==> src/mdc_defs.svh <==
// Constants for the multiply/divide controller: device register indices,
// own register offsets, field positions, reset values and timing counts.
// Assumes the device is clocked by the same system clock as the controller.
// Operation
// RL1 - Unit multiplies 16x16 unsigned and divides 32/16 or 16/16 unsigned.
// RL2 - Each operand is written low byte first, then high byte.
// RL3 - Writing data registers 0 through 5 in order selects 32/16 division.
// RL4 - Writing registers 0, 1, 4, 5 only selects 16/16 division.
// RL5 - Writing registers 0, 4, 1, 5 only selects multiplication.
// RL6 - The write of data register 5 after a valid order starts the operation.
// RL7 - Unrelated activity between operand writes does not break the sequence.
// RL8 - Operation takes 17, 9 or 11 system clocks for div32, div16, multiply.
// RL9 - No data register access while running; doing so sets error bit 7.
// RL10 - Reading status after completion clears a set error flag.
// RL11 - Overflow bit 6 means product above FFFFH or zero divisor.
// RL12 - Overflow flag is updated at the end of every operation.
// RL13 - Software checks status after completion before reading the result.
// RL14 - After 32/16 division read quotient regs 0-3, then remainder regs 4-5.
// RL15 - After 16/16 division read quotient regs 0-1, then remainder regs 4-5.
// RL16 - After multiplication read the product low byte first from regs 0-3.
// RL17 - Unrelated activity between result reads keeps result and order intact.
// RL18 - No idle or sleep mode until the running operation has completed.
// RL19 - A write breaking every valid order abandons it; register 0 restarts.
`ifndef MDC_DEFS_SVH
`define MDC_DEFS_SVH

// Device register indices on the device port.
`define MDC_DEV_DATA0 3'h0
`define MDC_DEV_DATA1 3'h1
`define MDC_DEV_DATA2 3'h2
`define MDC_DEV_DATA3 3'h3
`define MDC_DEV_DATA4 3'h4
`define MDC_DEV_DATA5 3'h5
`define MDC_DEV_STATUS 3'h6

// Device status fields.
`define MDC_DEV_ERR_BIT 7
`define MDC_DEV_OV_BIT 6
`define MDC_DEV_STATUS_RST 8'h00

// Own register offsets.
`define MDC_REG_CTRL 4'h0
`define MDC_REG_OPA 4'h1
`define MDC_REG_OPB 4'h2
`define MDC_REG_STATUS 4'h3
`define MDC_REG_RESLO 4'h4
`define MDC_REG_RESHI 4'h5
`define MDC_REG_IRQ_STAT 4'h6
`define MDC_REG_IRQ_EN 4'h7
`define MDC_REG_IRQ_CLR 4'h8

// Control fields.
`define MDC_CTRL_START_BIT 0
`define MDC_CTRL_OP_LSB 1

// Interrupt event bits.
`define MDC_EV_DONE 0
`define MDC_EV_ERR 1
`define MDC_EV_OV 2
`define MDC_EV_REJ 3
`define MDC_EV_W 4

// Calculation times in system clock periods.
`define MDC_T_DIV32 5'h11
`define MDC_T_DIV16 5'h09
`define MDC_T_MUL 5'h0B

`endif

==> src/mdc_pkg.sv <==
// Types for the multiply/divide controller.
// Assumes mdc_defs.svh supplies the constants.
package mdc_pkg;

  typedef enum logic [1:0] {
    MDC_OP_DIV32 = 2'b00,
    MDC_OP_DIV16 = 2'b01,
    MDC_OP_MUL = 2'b10,
    MDC_OP_BAD = 2'b11
  } mdc_op_t;

  typedef enum logic [2:0] {
    MDC_ST_IDLE = 3'b000,
    MDC_ST_WR = 3'b001,
    MDC_ST_WAIT = 3'b010,
    MDC_ST_RDST = 3'b011,
    MDC_ST_CAPST = 3'b100,
    MDC_ST_RDRES = 3'b101,
    MDC_ST_CAPRES = 3'b110,
    MDC_ST_DONE = 3'b111
  } mdc_state_t;

endpackage : mdc_pkg

==> src/mdc_ctrl.sv <==
// Controller that runs the multiply/divide unit through its register port.
// Assumes the unit shares clk and answers a read in the cycle after the strobe.
//
// Implementation choices: the plain strobed port and the register offsets.
`timescale 1ns/100ps
`default_nettype none
`include "mdc_defs.svh"

module mdc_ctrl
  import mdc_pkg::*;
#(
  parameter int WAIT_MARGIN = 2
) (
  // Clock and reset.
  input wire logic clk,
  input wire logic arst_n,
  // Software register port.
  input wire logic [3:0] addr,
  input wire logic [31:0] wdata,
  input wire logic wr,
  input wire logic rd,
  output logic [31:0] rdata,
  // Interrupt and power hold.
  output logic irq,
  output logic hold_awake,
  // Device register port.
  output logic [2:0] dev_addr,
  output logic [7:0] dev_wdata,
  output logic dev_we,
  output logic dev_re,
  input wire logic [7:0] dev_rdata
);

  mdc_state_t state;
  mdc_op_t op;
  logic [2:0] step;
  logic [4:0] cnt;
  logic [31:0] opa;
  logic [15:0] opb;
  logic [7:0] res [0:5];
  logic dev_err;
  logic dev_ov;
  logic [`MDC_EV_W-1:0] ev_stat;
  logic [`MDC_EV_W-1:0] ev_en;
  logic [`MDC_EV_W-1:0] ev_set;
  logic busy;
  logic start_req;
  mdc_op_t req_op;

  // Register index written at each step of an operation.
  function automatic logic [2:0] wr_reg(input mdc_op_t o, input logic [2:0] s);
    logic [2:0] r;
    r = s;
    case (o)
      MDC_OP_DIV32: r = s; // RL3
      MDC_OP_DIV16: begin
        case (s)
          3'h0: r = `MDC_DEV_DATA0; // RL4
          3'h1: r = `MDC_DEV_DATA1;
          3'h2: r = `MDC_DEV_DATA4;
          default: r = `MDC_DEV_DATA5;
        endcase
      end
      MDC_OP_MUL: begin
        case (s)
          3'h0: r = `MDC_DEV_DATA0; // RL5
          3'h1: r = `MDC_DEV_DATA4;
          3'h2: r = `MDC_DEV_DATA1;
          default: r = `MDC_DEV_DATA5;
        endcase
      end
      default: r = s;
    endcase
    return r;
  endfunction : wr_reg

  // Register index read at each step of the result readout.
  function automatic logic [2:0] rd_reg(input mdc_op_t o, input logic [2:0] s);
    logic [2:0] r;
    r = s;
    case (o)
      MDC_OP_DIV16: begin
        case (s)
          3'h0: r = `MDC_DEV_DATA0; // RL15
          3'h1: r = `MDC_DEV_DATA1;
          3'h2: r = `MDC_DEV_DATA4;
          default: r = `MDC_DEV_DATA5;
        endcase
      end
      default: r = s; // RL14 RL16
    endcase
    return r;
  endfunction : rd_reg

  // Index of the last byte step each way for an operation (one less than the bytes moved).
  function automatic logic [2:0] last_step(input mdc_op_t o);
    return (o == MDC_OP_DIV32) ? 3'h5 : 3'h3;
  endfunction : last_step

  // Operand byte that belongs in a device data register.
  function automatic logic [7:0] reg_byte(input logic [2:0] r, input logic [31:0] a, input logic [15:0] b);
    logic [7:0] v;
    v = 8'h00;
    case (r)
      `MDC_DEV_DATA0: v = a[7:0]; // RL2
      `MDC_DEV_DATA1: v = a[15:8];
      `MDC_DEV_DATA2: v = a[23:16];
      `MDC_DEV_DATA3: v = a[31:24];
      `MDC_DEV_DATA4: v = b[7:0];
      `MDC_DEV_DATA5: v = b[15:8];
      default: v = 8'h00;
    endcase
    return v;
  endfunction : reg_byte

  // Wait after the final operand write before the unit may be touched.
  function automatic logic [4:0] calc_wait(input mdc_op_t o);
    logic [4:0] t;
    case (o)
      MDC_OP_DIV32: t = `MDC_T_DIV32; // RL8
      MDC_OP_DIV16: t = `MDC_T_DIV16;
      default: t = `MDC_T_MUL;
    endcase
    return t + 5'(WAIT_MARGIN);
  endfunction : calc_wait

  assign busy = (state != MDC_ST_IDLE);
  assign req_op = mdc_op_t'(wdata[`MDC_CTRL_OP_LSB+1:`MDC_CTRL_OP_LSB]);
  assign start_req = wr && (addr == `MDC_REG_CTRL) && wdata[`MDC_CTRL_START_BIT];

  // Operand registers.
  always_ff @(posedge clk or negedge arst_n) begin
    if (!arst_n) begin
      opa <= 32'h0000_0000;
      opb <= 16'h0000;
    end else if (wr && !busy) begin
      if (addr == `MDC_REG_OPA) begin
        opa <= wdata;
      end
      if (addr == `MDC_REG_OPB) begin
        opb <= wdata[15:0];
      end
    end
  end

  // Sequencer driving the device port.
  always_ff @(posedge clk or negedge arst_n) begin
    if (!arst_n) begin
      state <= MDC_ST_IDLE;
      op <= MDC_OP_DIV32;
      step <= 3'h0;
      cnt <= 5'h00;
      dev_addr <= `MDC_DEV_DATA0;
      dev_wdata <= 8'h00;
      dev_we <= 1'b0;
      dev_re <= 1'b0;
    end else begin
      dev_we <= 1'b0;
      dev_re <= 1'b0;
      case (state)
        MDC_ST_IDLE: begin
          if (start_req && req_op != MDC_OP_BAD) begin
            op <= req_op;
            step <= 3'h0;
            state <= MDC_ST_WR;
          end
        end
        MDC_ST_WR: begin
          // Writes never deviate from a valid order, so the unit never abandons one.
          dev_we <= 1'b1; // RL6 RL19
          dev_addr <= wr_reg(op, step);
          dev_wdata <= reg_byte(wr_reg(op, step), opa, opb);
          if (step == last_step(op)) begin
            cnt <= calc_wait(op); // RL8
            state <= MDC_ST_WAIT;
          end else begin
            step <= step + 3'h1;
          end
        end
        MDC_ST_WAIT: begin
          if (cnt == 5'h00) begin
            dev_re <= 1'b1; // RL13 RL10
            dev_addr <= `MDC_DEV_STATUS;
            state <= MDC_ST_RDST;
          end else begin
            cnt <= cnt - 5'h01; // RL9
          end
        end
        MDC_ST_RDST: state <= MDC_ST_CAPST;
        MDC_ST_CAPST: begin
          if (dev_rdata[`MDC_DEV_ERR_BIT] || dev_rdata[`MDC_DEV_OV_BIT]) begin
            state <= MDC_ST_DONE; // RL13
          end else begin
            step <= 3'h0;
            dev_re <= 1'b1;
            dev_addr <= rd_reg(op, 3'h0);
            state <= MDC_ST_RDRES;
          end
        end
        MDC_ST_RDRES: state <= MDC_ST_CAPRES;
        MDC_ST_CAPRES: begin
          if (step == last_step(op)) begin
            state <= MDC_ST_DONE;
          end else begin
            step <= step + 3'h1;
            dev_re <= 1'b1; // RL17
            dev_addr <= rd_reg(op, step + 3'h1);
            state <= MDC_ST_RDRES;
          end
        end
        MDC_ST_DONE: state <= MDC_ST_IDLE;
        default: state <= MDC_ST_IDLE;
      endcase
    end
  end

  // Device status capture.
  always_ff @(posedge clk or negedge arst_n) begin
    if (!arst_n) begin
      dev_err <= 1'b0;
      dev_ov <= 1'b0;
    end else if (state == MDC_ST_CAPST) begin
      dev_err <= dev_rdata[`MDC_DEV_ERR_BIT]; // RL9
      dev_ov <= dev_rdata[`MDC_DEV_OV_BIT]; // RL11 RL12
    end
  end

  // Result bytes, stored at the index of the register they came from.
  always_ff @(posedge clk or negedge arst_n) begin
    if (!arst_n) begin
      for (int i = 0; i < 6; i++) begin
        res[i] <= 8'h00;
      end
    end else if (state == MDC_ST_WR && step == 3'h0) begin
      for (int i = 0; i < 6; i++) begin
        res[i] <= 8'h00;
      end
    end else if (state == MDC_ST_CAPRES) begin
      res[rd_reg(op, step)] <= dev_rdata; // RL14 RL15 RL16
    end
  end

  // Events for the interrupt status.
  always_comb begin
    ev_set = '0;
    ev_set[`MDC_EV_DONE] = (state == MDC_ST_DONE);
    ev_set[`MDC_EV_ERR] = (state == MDC_ST_CAPST) && dev_rdata[`MDC_DEV_ERR_BIT];
    ev_set[`MDC_EV_OV] = (state == MDC_ST_CAPST) && dev_rdata[`MDC_DEV_OV_BIT];
    ev_set[`MDC_EV_REJ] = start_req && (busy || req_op == MDC_OP_BAD);
  end

  // Sticky status, set wins over clear.
  always_ff @(posedge clk or negedge arst_n) begin
    if (!arst_n) begin
      ev_stat <= '0;
    end else if (wr && addr == `MDC_REG_IRQ_CLR) begin
      ev_stat <= (ev_stat & ~wdata[`MDC_EV_W-1:0]) | ev_set;
    end else begin
      ev_stat <= ev_stat | ev_set;
    end
  end

  // Interrupt enable.
  always_ff @(posedge clk or negedge arst_n) begin
    if (!arst_n) begin
      ev_en <= '0;
    end else if (wr && addr == `MDC_REG_IRQ_EN) begin
      ev_en <= wdata[`MDC_EV_W-1:0];
    end
  end

  // Interrupt and sleep hold outputs.
  always_ff @(posedge clk or negedge arst_n) begin
    if (!arst_n) begin
      irq <= 1'b0;
      hold_awake <= 1'b0;
    end else begin
      irq <= |(ev_stat & ev_en);
      hold_awake <= busy || (start_req && req_op != MDC_OP_BAD); // RL18
    end
  end

  // Register read port.
  always_ff @(posedge clk or negedge arst_n) begin
    if (!arst_n) begin
      rdata <= 32'h0000_0000;
    end else if (rd) begin
      case (addr)
        `MDC_REG_CTRL: rdata <= {29'h0000_0000, op, 1'b0};
        `MDC_REG_OPA: rdata <= opa;
        `MDC_REG_OPB: rdata <= {16'h0000, opb};
        `MDC_REG_STATUS: rdata <= {26'h000_0000, op, 1'b0, dev_ov, dev_err, busy};
        `MDC_REG_RESLO: rdata <= {res[3], res[2], res[1], res[0]};
        `MDC_REG_RESHI: rdata <= {16'h0000, res[5], res[4]};
        `MDC_REG_IRQ_STAT: rdata <= {28'h000_0000, ev_stat};
        `MDC_REG_IRQ_EN: rdata <= {28'h000_0000, ev_en};
        default: rdata <= 32'h0000_0000;
      endcase
    end
  end

endmodule : mdc_ctrl
`default_nettype wire

==> config.mk <==
export PLATFORM = sky130hd
export DESIGN_NAME = mdc_ctrl
export DESIGN_NICKNAME = d
export VERILOG_FILES = /design/src/mdc_pkg.sv /design/src/mdc_ctrl.sv
export VERILOG_INCLUDE_DIRS = /design/src
export SDC_FILE = /design/constraint.sdc
export NUM_CORES = 1
export LEC_CHECK = 0
export ABC_AREA = 0
export BUFFER_PORTS_ARGS = -buffer_cell sky130_fd_sc_hd__buf_4
export CAP_MARGIN = 20
export CELL_PAD_IN_SITES_DETAIL_PLACEMENT = 1
export CELL_PAD_IN_SITES_GLOBAL_PLACEMENT = 1
export CORE_MARGIN = 4
export CORE_UTILIZATION = 46
export DETAILED_ROUTE_END_ITERATION = 10
export GPL_TIMING_DRIVEN = 0
export PLACE_DENSITY = 0.77
export SYNTH_ARGS = -nofsm -noshare
export SYNTH_HDL_FRONTEND = slang
export SYNTH_SLANG_ARGS = --single-unit
==> constraint.sdc <==
create_clock -name clk -period 3.08 [get_ports clk]
set_input_delay 0.154 -clock clk [delete_from_list [all_inputs] [get_ports clk]]
set_output_delay 0.154 -clock clk [all_outputs]
set_load 0.005 [all_outputs]
==> results.py <==
metrics = {
    "pwr": {
        "p_sw_uw": 3557,
        "power.share.clock_pct": 24.2,
        "switching_share_pct": 40.56,
        "combinationalPowerShare_pct": 35.9,
        "power.internal_uw": 5212,
        "peakVddDrop_uv": 561.1,
        "leakage_uw": 0.004663,
        "powerDensity_mw_per_mm2": 848.5,
        "p_seq_share_pct": 39.9,
    },
    "sta": {
        "max_slew_margin_pct": 45.28,
        "fin_hold_ws_ns": 0.01441,
        "clock_skew_ns": 0.01144,
        "finalCritPeriodShare_pct": 96.16,
        "finalCriticalPeriod_ns": 2.962,
        "worstMarginPinSlew_ns": 0.8208,
        "fin_tns_setup_ns": 0,
        "setup_violations": 0,
        "rsz0062_at_grt": "no",
        "hold_violations": 0,
        "max_freq_mhz": 337.6,
        "finalMaxSlewViolations": 0,
    },
    "synth": {
        "synthCells": 811,
        "synth_ff_type": "dfrtp_1",
        "synth_enable_flop_cells": 0,
        "synth.most_common_cell": "dfrtp_1",
        "ys_seq_elements": 166,
        "synth_warnings": 0,
        "synth.top_cells.by_area": "dfrtp_1 49%, mux2i_1 6.0%, mux2_2 5.5%, nor2_1 4.7%, a22oi_1 3.6%",
        "synth_top_area_share_pct": 49.19,
        "syn_area_mm2": 0.008446,
        "synth_area_per_cell_um2": 10.41,
        "yosysTopAreaCell": "dfrtp_1",
        "synth.distinct_cells": 74,
        "synth_nets": 870,
        "async_flop_share_pct": 100.0,
        "ys_top_cells_by_count": "166 x dfrtp_1, 106 x nor2_1, 51 x mux2i_1",
        "yosysSeqAreaShare_pct": 49.19,
    },
    "min_path": {
        "hp-class": "in -> reg",
    },
    "setup_path": {
        "cp-end-kind": "flop",
        "worstSetupPathType": "reg -> reg",
        "required_ns": 3.43,
        "worstPathArrival_ns": 3.31,
        "critical_path.max_fanout": 10,
        "start_kind": "flop",
    },
    "floorplanning": {
        "io-pin-count": 95,
        "initial_core_util_pct": 46.86,
        "rows": 49,
        "core_area_mm2": 0.01802,
        "die_h_um": 143.5,
        "die_area_mm2": 0.02059,
        "die_w_um": 143.5,
    },
    "placed_design": {
        "post-dp-hpwl_mm": 21.05,
        "io_buffer_count": 89,
        "gp_congestion": 0.9083,
    },
    "route": {
        "first_pass_iters": 5,
        "avgRoutedWirePerCell_um": 24.21,
        "drc": 0,
        "drt_iter0_markers": 665,
        "ant_nets": 0,
        "vias": 7281,
        "routed_wl_mm": 28.86,
        "vias_per_cell": 6.108,
    },
    "global_routing": {
        "grt.total_usage_pct": 28.69,
        "antenna_found_initial": 0,
        "grt_start_max_net_pins": 109,
        "grt_pass1_vias": 7735,
        "grt_pass1_wl_mm": 44.88,
        "grt_overflow_total": 0,
    },
    "cells_and_area": {
        "drive_gt1_share_pct": 21.08,
        "nets": 1010,
        "area_growth_pct": 22.37,
        "antenna_cells": 0,
    },
    "clock_network": {
        "cts_made_buffers": 17,
        "htreeDepth": 4,
        "cts_root_buf": "clkbuf_16",
        "clk_pin_slew_ns": 0.07,
        "clk_path_buf_depth": 2,
        "clk_latency_ns": 0.44,
        "cts_tree": "yes",
        "cts_num_sinks": 166,
        "postCtsSetupBuffers": 0,
    },
    "outcome": {
        "status": "completed",
    },
    "flow_run": {
        "maxCapViolCount": 0,
    },
}
-- cell type report --
class | count | area [um2]
Buffer | 56 | 244.0
Clock buffer | 17 | 425.4
Clock inverter | 14 | 151.4
Fill cell | 1980 | 7690
Inverter | 15 | 56.30
Multi-Input combinational cell | 574 | 4004
Sequential cell | 166 | 4154
Tap cell | 229 | 286.5
Timing Repair Buffer | 121 | 1013
-- power by group through the flow --
stage                     registers, uW  logic (uW)  clock network, uW
after detailed placement           3490        3060                  0
after floorplan                    3230        2100                  0
after CTS                          3460        3130               2150
final                              3490        3150               2120
after global routing               3560        3450               2250
after global placement             3450        2920                  0
-- kinds of logic (layout without fill, tap and decap cells) --
logic type                 Yosys count  count (layout)  synth area share [%]
muxes                              110             110                 14.18
buffers and inverters               71             223                 3.555
adders and majority gates           11              11                 1.630
xor gates and xnor gates             2               2                0.2074
DFF                                166             166                 49.19
and+or+nand+nor                    251             251                 14.43
AOI/OAI and AO/OA                  200             200                 16.82
-- cell usage in the layout (no fill, tap or decap), drive strengths merged, types with 5 or more instances in the layout --
master,netlist,layout
a21o,5,5
dfrtp,166,166
clkbuf,27,44
mux2,57,57
nor3,15,15
nor2b,11,11
dlygate4sd3,0,31
nor2,106,106
nor3b,8,8
ha,11,11
nand4,5,5
o31ai,6,6
o21ai,20,20
nand3,13,13
a22oi,40,40
o31a,9,9
mux2i,51,51
buf,29,119
nand2b,10,10
a31oi,27,27
a21oi,46,46
a22o,6,6
inv,15,25
nand2,50,50
-- routing by layer --
metal | global-route usage, % | vias to the layer above | share of wire (%)
met5 | 0 | - | 0
met4 | 9.068 | 0 | 2.6
met3 | 5.458 | 48 | 4.8
met2 | 46.17 | 199 | 48
met1 | 39.54 | 3780 | 44
li1 | - | 3254 | -
-- timing repair --
item | in CTS | in global routing
hold endpoints to repair | 101 | 1
endpoints found under the setup margin | 0 | 9
resized for setup | 0 | 2
hold buffers | 30 | 1
-- flip-flops by register name, summed over array words and instances, names as in the netlist, 3 cells and up --
signal,cells
step,3
opa,32
dev_wdata,8
ev_stat,4
rdata,32
opb,16
ev_en,4
cnt,5
res,48
state,3
dev_addr,3
-- critical path, stage by stage, from the launching register on --
cell,delay (ns)
dfrtp_1,0.45
buf_2,0.28
inv_1,0.14
ha_1,0.28
nor2_1,0.31
a21oi_2,0.23
nor3_1,0.66
a31oi_1,0.28
a41oi_2,0.25
-- stage by stage --
stage	util, %	cell area, um2	instances	total power, uW	worst slack (ns)
floorplan	-	8446	811	5323	0.7930
global placement	52.15	9400	1129	6366	0.2208
detailed placement	52.35	9435	1130	6553	0.1267
CTS	57.21	10310	1191	8743	0.08958
global route	57.34	10330	1192	9255	0.0003912
finish	57.34	10330	1192	8769	0.1182
-- final timing paths --
check,slack (ns),from,cells past startpoint,to
min in group asynchronous,0.23,arst_n,2,dev_re$_DFF_PN0_
worst min-delay path,0.01,wdata[1],2,opa[1]$_DFFE_PN0P_
worst min register to register,0.51,cnt[4]$_DFFE_PN0P_,1,cnt[4]$_DFFE_PN0P_
worst max register to register,0.12,step[1]$_DFFE_PN0P_,8,dev_wdata[6]$_DFFE_PN0P_
worst max-delay path,0.12,step[1]$_DFFE_PN0P_,8,dev_wdata[6]$_DFFE_PN0P_
max in group asynchronous,1.96,arst_n,3,res[29]$_DFFE_PN0P_
(Power assumes the default switching activity.)
